--- config.mk ---
export PLATFORM = sky130hd
export DESIGN_NAME = sram_tap
export DESIGN_NICKNAME = d
export VERILOG_FILES = /design/src/logic/tap_pkg.sv /design/src/logic/tap_fsm.sv /design/src/logic/sram_tap.sv
export SDC_FILE = /design/constraint.sdc
export NUM_CORES = 1
export LEC_CHECK = 0
export ABC_AREA = 1
export BUFFER_PORTS_ARGS = -buffer_cell sky130_fd_sc_hd__buf_2
export CAP_MARGIN = 15
export CORE_UTILIZATION = 65
export CTS_BUF_LIST = sky130_fd_sc_hd__clkbuf_2 sky130_fd_sc_hd__clkbuf_4 sky130_fd_sc_hd__clkbuf_8
export DETAILED_ROUTE_END_ITERATION = 6
export PLACE_DENSITY = 0.84
export SYNTH_ARGS = -nofsm -noshare
export SYNTH_HDL_FRONTEND = slang
export SYNTH_SLANG_ARGS = --single-unit
--- constraint.sdc ---
create_clock -name SYS_CLK -period 2.64 [get_ports SYS_CLK]
set_input_delay 0.792 -clock SYS_CLK [delete_from_list [all_inputs] [get_ports SYS_CLK]]
set_output_delay 0.792 -clock SYS_CLK [all_outputs]
set_load 0.05 [all_outputs]
--- src/logic/tap_pkg.sv ---
/*
 * Constants for the memory boundary-scan test port: controller states,
 * instruction codes, register lengths and reset values.
 * Assumes nothing beyond a SystemVerilog compiler.
 */
package tap_pkg;

    // ------------------------------------------------------------
    // Register lengths and reset edge count
    // ------------------------------------------------------------
    localparam int IR_LEN   = 3;
    localparam int ID_LEN   = 32;
    localparam int BSR_LEN  = 109;
    localparam int TLR_HOLD = 5;    // Rising edges with mode select high

    // ------------------------------------------------------------
    // Instruction codes
    // ------------------------------------------------------------
    localparam logic [2:0] INS_EXTERNAL = 3'h0;
    localparam logic [2:0] INS_IDENT    = 3'h1;
    localparam logic [2:0] INS_FLOAT    = 3'h2;
    localparam logic [2:0] INS_SAMPLE   = 3'h4;
    localparam logic [2:0] INS_BYPASS   = 3'h7;
    localparam logic [2:0] IR_RESET     = INS_IDENT;
    localparam logic [2:0] IR_CAPTURE   = 3'h1;   // Fixed pattern, low bits 01

    // ------------------------------------------------------------
    // Controller states
    // ------------------------------------------------------------
    typedef enum logic [3:0] {
        ST_RESET      = 4'h0,
        ST_IDLE       = 4'h1,
        ST_SEL_DR     = 4'h2,
        ST_CAP_DR     = 4'h3,
        ST_SHIFT_DR   = 4'h4,
        ST_EXIT1_DR   = 4'h5,
        ST_PAUSE_DR   = 4'h6,
        ST_EXIT2_DR   = 4'h7,
        ST_UPD_DR     = 4'h8,
        ST_SEL_IR     = 4'h9,
        ST_CAP_IR     = 4'hA,
        ST_SHIFT_IR   = 4'hB,
        ST_EXIT1_IR   = 4'hC,
        ST_PAUSE_IR   = 4'hD,
        ST_EXIT2_IR   = 4'hE,
        ST_UPD_IR     = 4'hF
    } tap_state_e;

endpackage

--- src/logic/tap_fsm.sv ---
/*
 * Sixteen-state test port controller, stepped once per step pulse while ce is high.
 * Assumes step is a one-cycle pulse on the sampled test clock rising edge.
 */
`timescale 1ns/1ps
`default_nettype none
module tap_fsm
    import tap_pkg::*;
(
    // Clock and reset
    input  wire logic       clk,
    input  wire logic       nrst,
    input  wire logic       ce,
    // Step and mode select
    input  wire logic       step,
    input  wire logic       tms,
    // State
    output var  tap_state_e state
);

    tap_state_e next_state;

    // ------------------------------------------------------------
    // Next state from mode select
    // ------------------------------------------------------------
    always_comb begin
        case (state)
            ST_RESET:    next_state = tms ? ST_RESET    : ST_IDLE;
            ST_IDLE:     next_state = tms ? ST_SEL_DR   : ST_IDLE;
            ST_SEL_DR:   next_state = tms ? ST_SEL_IR   : ST_CAP_DR;
            ST_CAP_DR:   next_state = tms ? ST_EXIT1_DR : ST_SHIFT_DR;
            ST_SHIFT_DR: next_state = tms ? ST_EXIT1_DR : ST_SHIFT_DR;
            ST_EXIT1_DR: next_state = tms ? ST_UPD_DR   : ST_PAUSE_DR;
            ST_PAUSE_DR: next_state = tms ? ST_EXIT2_DR : ST_PAUSE_DR;
            ST_EXIT2_DR: next_state = tms ? ST_UPD_DR   : ST_SHIFT_DR;
            ST_UPD_DR:   next_state = tms ? ST_SEL_DR   : ST_IDLE;
            ST_SEL_IR:   next_state = tms ? ST_RESET    : ST_CAP_IR;
            ST_CAP_IR:   next_state = tms ? ST_EXIT1_IR : ST_SHIFT_IR;
            ST_SHIFT_IR: next_state = tms ? ST_EXIT1_IR : ST_SHIFT_IR;
            ST_EXIT1_IR: next_state = tms ? ST_UPD_IR   : ST_PAUSE_IR;
            ST_PAUSE_IR: next_state = tms ? ST_EXIT2_IR : ST_PAUSE_IR;
            ST_EXIT2_IR: next_state = tms ? ST_UPD_IR   : ST_SHIFT_IR;
            ST_UPD_IR:   next_state = tms ? ST_SEL_DR   : ST_IDLE;
            default:     next_state = ST_RESET;
        endcase
    end

    // State register, power-up reset
    always_ff @(posedge clk) begin
        if (!nrst) begin
            state <= ST_RESET;
        end else if (ce && step) begin
            state <= next_state;
        end
    end

endmodule
`default_nettype wire

--- src/logic/sram_tap.sv ---
/*
 * Boundary-scan test port of a burst static memory: pin sampling, the
 * controller, instruction, bypass, identity and boundary registers.
 * Assumes the test clock is sampled by SYS_CLK, at least 8x faster, and the
 * memory core supplies its pin states and consumes the driven values.
 */
// Functional notes
// - Only a reduced instruction subset is implemented, not the full standard.
// - Mode select and data in are sampled on the test clock rising edge.
// - Sampled mode select alone steers the controller between states.
// - Data in feeds the register chosen by state and loaded instruction.
// - Data out comes from the chosen register, changing on falling edges.
// - Five rising edges with mode select high reach reset; no reset pin.
// - Controller resets at power-up without any test clock.
// - Data in and mode select are weakly pulled high inside; code only resets their synchronisers high.
// - Identity instruction 001 is default after reset and captures 32 bits.
// - Instruction 010 floats memory outputs and samples inputs into the chain.
// - Instruction 000 drives preloaded output cells from instruction update.
`timescale 1ns/1ps
`default_nettype none
module sram_tap
    import tap_pkg::*;
#(
    parameter int         BS_LEN  = BSR_LEN,
    parameter logic [31:0] ID_CODE = 32'h1234_5671   // Arbitrary value
)
(
    // Clock, reset, enable
    input  wire logic              SYS_CLK,
    input  wire logic              NRST,
    input  wire logic              CE,
    // Test port pins
    input  wire logic              TCK,
    input  wire logic              TMS,
    input  wire logic              TDI,
    output logic                   TDO,
    output logic                   TDO_OE_N,
    // Boundary cells toward the memory core
    input  wire logic [BS_LEN-1:0] PIN_STATE,
    output logic [BS_LEN-1:0]      PIN_DRIVE,
    output logic                   DRIVE_EN,
    output logic                   FLOAT_OUT,
    // Observation
    output logic [3:0]             TAP_STATE
);

    // ------------------------------------------------------------
    // Declarations
    // ------------------------------------------------------------
    logic [1:0]        tck_sync;
    logic [1:0]        tms_sync;
    logic [1:0]        tdi_sync;
    logic [BS_LEN-1:0] pin_meta;
    logic [BS_LEN-1:0] pin_sync;
    logic              tck_prev;
    logic              rise;
    logic              fall;
    tap_state_e        state;
    logic [2:0]        ir_shift;
    logic [2:0]        ir;
    logic              bypass;
    logic [31:0]       id_shift;
    logic [BS_LEN-1:0] bs_shift;
    logic [BS_LEN-1:0] bs_update;
    logic              next_tdo;
    logic              shifting;

    // Instruction decode used in several places
    function automatic logic sel_boundary(input logic [2:0] code);
        return (code == INS_EXTERNAL) || (code == INS_FLOAT) || (code == INS_SAMPLE);
    endfunction

    // ------------------------------------------------------------
    // Pin synchronisers; mode select and data in reset high, no pull-up
    // ------------------------------------------------------------
    always_ff @(posedge SYS_CLK) begin
        if (!NRST) begin
            tck_sync <= 2'h0;
            tms_sync <= 2'h3;
            tdi_sync <= 2'h3;
            tck_prev <= 1'b0;
        end else if (CE) begin
            tck_sync <= {tck_sync[0], TCK};
            tms_sync <= {tms_sync[0], TMS};
            tdi_sync <= {tdi_sync[0], TDI};
            tck_prev <= tck_sync[1];
        end
    end

    // Memory pin states cross from the memory clocks; a sample taken
    // while a pin moves may catch either level, which capture tolerates
    always_ff @(posedge SYS_CLK) begin
        if (!NRST) begin
            pin_meta <= '0;
            pin_sync <= '0;
        end else if (CE) begin
            pin_meta <= PIN_STATE;
            pin_sync <= pin_meta;
        end
    end

    // Edge detect on the second synchroniser stage
    assign rise = tck_sync[1] & ~tck_prev;
    assign fall = ~tck_sync[1] & tck_prev;

    // ------------------------------------------------------------
    // Controller, stepped on rising test clock edges
    // ------------------------------------------------------------
    tap_fsm u_fsm (
        .clk   (SYS_CLK),
        .nrst  (NRST),
        .ce    (CE),
        .step  (rise),
        .tms   (tms_sync[1]),
        .state (state)
    );

    // ------------------------------------------------------------
    // Instruction path
    // ------------------------------------------------------------
    always_ff @(posedge SYS_CLK) begin
        if (!NRST) begin
            ir_shift <= IR_RESET;
            ir       <= IR_RESET;
        end else if (CE && state == ST_RESET) begin
            ir <= IR_RESET;
        end else if (CE && rise) begin
            case (state)
                ST_CAP_IR: begin
                    ir_shift <= IR_CAPTURE;
                end
                ST_SHIFT_IR: begin
                    ir_shift <= {tdi_sync[1], ir_shift[2:1]};
                end
                ST_UPD_IR: begin
                    ir <= ir_shift;
                end
                default: begin
                    ir <= ir;
                end
            endcase
        end
    end

    // ------------------------------------------------------------
    // Data path registers
    // ------------------------------------------------------------
    always_ff @(posedge SYS_CLK) begin
        if (!NRST) begin
            bypass   <= 1'b0;
            id_shift <= 32'h0000_0000;
            bs_shift <= '0;
        end else if (CE && rise) begin
            case (state)
                ST_CAP_DR: begin
                    bypass   <= 1'b0;
                    id_shift <= ID_CODE;
                    bs_shift <= pin_sync;
                end
                ST_SHIFT_DR: begin
                    if (ir == INS_IDENT) begin
                        id_shift <= {tdi_sync[1], id_shift[31:1]};
                    end else if (sel_boundary(ir)) begin
                        bs_shift <= {tdi_sync[1], bs_shift[BS_LEN-1:1]};
                    end else begin
                        bypass <= tdi_sync[1];
                    end
                end
                default: begin
                    bypass <= bypass;
                end
            endcase
        end
    end

    // Boundary update latch, loaded on data update
    always_ff @(posedge SYS_CLK) begin
        if (!NRST) begin
            bs_update <= '0;
        end else if (CE && rise && state == ST_UPD_DR && sel_boundary(ir)) begin
            bs_update <= bs_shift;
        end
    end

    // ------------------------------------------------------------
    // Serial output, changes on falling test clock edges
    // ------------------------------------------------------------
    always_comb begin
        shifting = (state == ST_SHIFT_IR) || (state == ST_SHIFT_DR);
        if (state == ST_SHIFT_IR) begin
            next_tdo = ir_shift[0];
        end else if (ir == INS_IDENT) begin
            next_tdo = id_shift[0];
        end else if (sel_boundary(ir)) begin
            next_tdo = bs_shift[0];
        end else begin
            next_tdo = bypass;
        end
    end

    always_ff @(posedge SYS_CLK) begin
        if (!NRST) begin
            TDO      <= 1'b0;
            TDO_OE_N <= 1'b1;
        end else if (CE && fall) begin
            TDO      <= next_tdo;
            TDO_OE_N <= ~shifting;
        end
    end

    // ------------------------------------------------------------
    // Memory pin control from the active instruction
    // ------------------------------------------------------------
    always_ff @(posedge SYS_CLK) begin
        if (!NRST) begin
            PIN_DRIVE <= '0;
            DRIVE_EN  <= 1'b0;
            FLOAT_OUT <= 1'b0;
            TAP_STATE <= 4'h0;
        end else if (CE) begin
            PIN_DRIVE <= bs_update;
            DRIVE_EN  <= (ir == INS_EXTERNAL);
            FLOAT_OUT <= (ir == INS_FLOAT);
            TAP_STATE <= state;
        end
    end

endmodule
`default_nettype wire

==> results.json <==
{
  "yosys_warnings": 0,
  "drt-wirelength-per-cell_um": 14.7,
  "layout_setup_ws_ps": 378,
  "grt_start_max_net_pins": 196,
  "grtUsageTotal_pct": 28.5,
  "num_vias": 19200,
  "clk_latency_ps": 650,
  "clock_sinks": 603,
  "ios": 232,
  "maxCapViolCount": 0,
  "cp_slowest_stage_delay_ps": 420,
  "worst_pin_slew_ps": 774,
  "dieArea_sq_um": 35600,
  "dp_slack_ps": 207,
  "drtPass1Iterations": 7,
  "powerDensity_nw_per_um2": 729,
  "drt-initial-drc-count": 1696,
  "vias_per_cell": 5.52,
  "fin_nets": 3075,
  "outcome": "finished clean",
  "finalSetupTns_ps": 0,
  "path_cells": "nor2_1, nand2_1, nor3_4, buf_12, buf_12, nor2_1, a211oi_2",
  "antenna_found_initial": 3,
  "irDropWorstVdd_mv": 0.461,
  "relSlewSlack_pct": 48.4,
  "die_w_um": 189,
  "netlist-cell-type-count": 28,
  "slew_violations": 0,
  "path_class": "reg2reg",
  "cts.clk_slew.worst_paths_ps": 60,
  "layout_min_cycle_time_ps": 2260,
  "cts-buffers-inserted": 90,
  "clk_path_buf_depth": 3,
  "placedCellCount": 3316,
  "drc": 0,
  "cp-start-kind": "register",
  "syn_inst": 2828,
  "initial_core_util_pct": 66.8,
  "crit_fanout": 55,
  "stdcell_count": 3480,
  "htreeDepth": 3,
  "ctsHoldBuffers": 0,
  "mappedNetlistArea_sq_um": 22600,
  "fill_cells": 2478,
  "path_delay_family": "simple AND/OR/NAND/NOR gates",
  "cts_tree": "yes",
  "dp_hpwl_um": 29900,
  "cts_setup_buffers": 0,
  "avgSynthCellArea_sq_um": 8.00,
  "drive_gt1_share_pct": 18.3,
  "leakage_nw": 10.4,
  "final_hold_viol_count": 0,
  "ys_seq_area_share_pct": 53.3,
  "gp_congestion": 0.836,
  "grt.overflow.total": 0,
  "cts_resized": 0,
  "fp.coreArea_sq_um": 33900,
  "rsz0062_at_grt": "false",
  "die_h_um": 189,
  "grt_pass1_wl_um": 85600,
  "ant_nets": 0,
  "grt_pass1_vias": 18100,
  "cp.buffers_inverters": 2,
  "cts_root_buf": "clkbuf_8",
  "fin_worst_skew_ps": 25.8,
  "max_freq_mhz": 442,
  "area_delta_synth_final_pct": 13.7,
  "crit_required_ps": 3190,
  "end_kind": "register",
  "hold_class": "in2reg",
  "worstPathArrival_ps": 2810,
  "totalWireLength_um": 51000,
  "syn_nets": 2943,
  "crit_slowest_cell": "nor2_1",
  "fin_crit_sh_pct": 85.7,
  "synth-seq-cells": 603,
  "portBuffers": 231,
  "finalSetupViolations": 0,
  "num_rows": 67
}
==> cell usage after synthesis <==
master / instances / area, sq um
a211oi_2: 109 / 1360
clkbuf_1: 149 / 559
nand4_1: 2 / 12.5
a21oi_2: 9 / 78.8
a21oi_1: 139 / 696
and3_1: 1 / 6.26
nand3_2: 2 / 20.0
o21a_1: 1 / 7.51
buf_1: 5 / 18.8
clkbuf_2: 1 / 5.00
inv_1: 127 / 477
buf_2: 36 / 180
nor3_2: 1 / 10.0
nor3_1: 15 / 75.1
nor2_2: 2 / 12.5
o21ai_1: 36 / 180
o21ai_0: 545 / 2730
buf_6: 8 / 90.1
nand3_1: 27 / 135
nand2_1: 180 / 676
inv_2: 5 / 18.8
dfxtp_1: 603 / 12100
buf_4: 24 / 180
o221ai_1: 1 / 8.76
nand2_4: 1 / 11.3
a31oi_1: 2 / 12.5
nor2_1: 796 / 2990
o22ai_1: 1 / 6.26
==> layout make-up <==
cell class              instances  area, sq um  share of cell area (%)
diodes                          1         2.50                 0.00972
clock buffers                 142         1760                    6.84
clock inverters                21          123                   0.477
inverters                     132          508                    1.97
multi-input cells            1870         9050                    35.2
flip-flops and latches        603        12100                    46.9
well taps                     448          561                    2.18
repair buffers                263         1660                    6.44
==> sequential cells by signal, summed over array words and instances, names as in the netlist, 4 cells and up <==
signal and count:
id_shift 32, TAP_STATE 4, u_fsm.state 4, bs_update 109, PIN_DRIVE 109, pin_sync 109
bs_shift 109, pin_meta 109
==> cell usage in the layout (no fill, tap or decap), drive strengths merged, types with 29 or more instances in the layout <==
master | synthesis | final
clkbuf | 150 | 143
a211oi | 109 | 109
dfxtp | 603 | 603
a21oi | 148 | 148
o21ai | 581 | 581
nand2 | 181 | 181
buf | 73 | 262
nand3 | 29 | 29
inv | 132 | 134
nor2 | 798 | 798
==> stage by stage <==
| stage | power, mW | util [%] | hold slack, ps | cell area, sq um |
|---|---|---|---|---|
| 2_1_floorplan | 10.7 | - | 429 | 22600 |
| 3_3_place_gp | 11.1 | 70.4 | 442 | 23800 |
| 3_5_place_dp | 11.2 | 70.4 | 453 | 23800 |
| 4_1_cts | 18.9 | 76.0 | 319 | 25700 |
| 5_1_grt | 19.5 | 76.0 | 340 | 25700 |
| 6_report | 18.8 | 76.0 | 360 | 25700 |
==> report_power, final <==
part / switching (mW) / total, mW / internal [mW]
Combinational: 0.998 / 1.42 / 0.419
Sequential: 0.157 / 9.58 / 9.42
Clock: 3.52 / 7.77 / 4.25
Total: 4.68 / 18.8 / 14.1
==> cell families after synthesis <==
| family | Yosys count | share of synthesized area, % |
|---|---|---|
| AO/OA/AOI/OAI | 843 | 22.5 |
| buffers and inverters | 355 | 6.76 |
| flip-flops | 603 | 53.3 |
| AND/OR/NAND/NOR | 1027 | 17.4 |
==> path summary, 6_finish.rpt <==
check                       from            end  slack, ps  cells after the start
setup / recovery  u_fsm.state[0]  bs_update[59]        380                      7
hold reg to reg    pin_sync[108]  pin_sync[108]        470                      2
setup reg to reg  u_fsm.state[0]  bs_update[59]        380                      7
hold / removal     PIN_STATE[19]   pin_meta[19]        360                      3
==> tightest hold or removal path, cell delays in order <==
cell,delay [ps]
buf_2,70
nor2_1,30
nor2_1,80
==> layer usage <==
| metal | part of all wire, % | vias up | track usage [%] |
|---|---|---|---|
| li1 | - | 9532 | - |
| met1 | 45 | 8938 | 38.8 |
| met3 | 6.6 | 97 | 5.16 |
| met5 | 0.043 | - | 0 |
| met4 | 2.3 | 4 | 10.9 |
| met2 | 46 | 631 | 45.2 |
(Power assumes the default switching activity.)
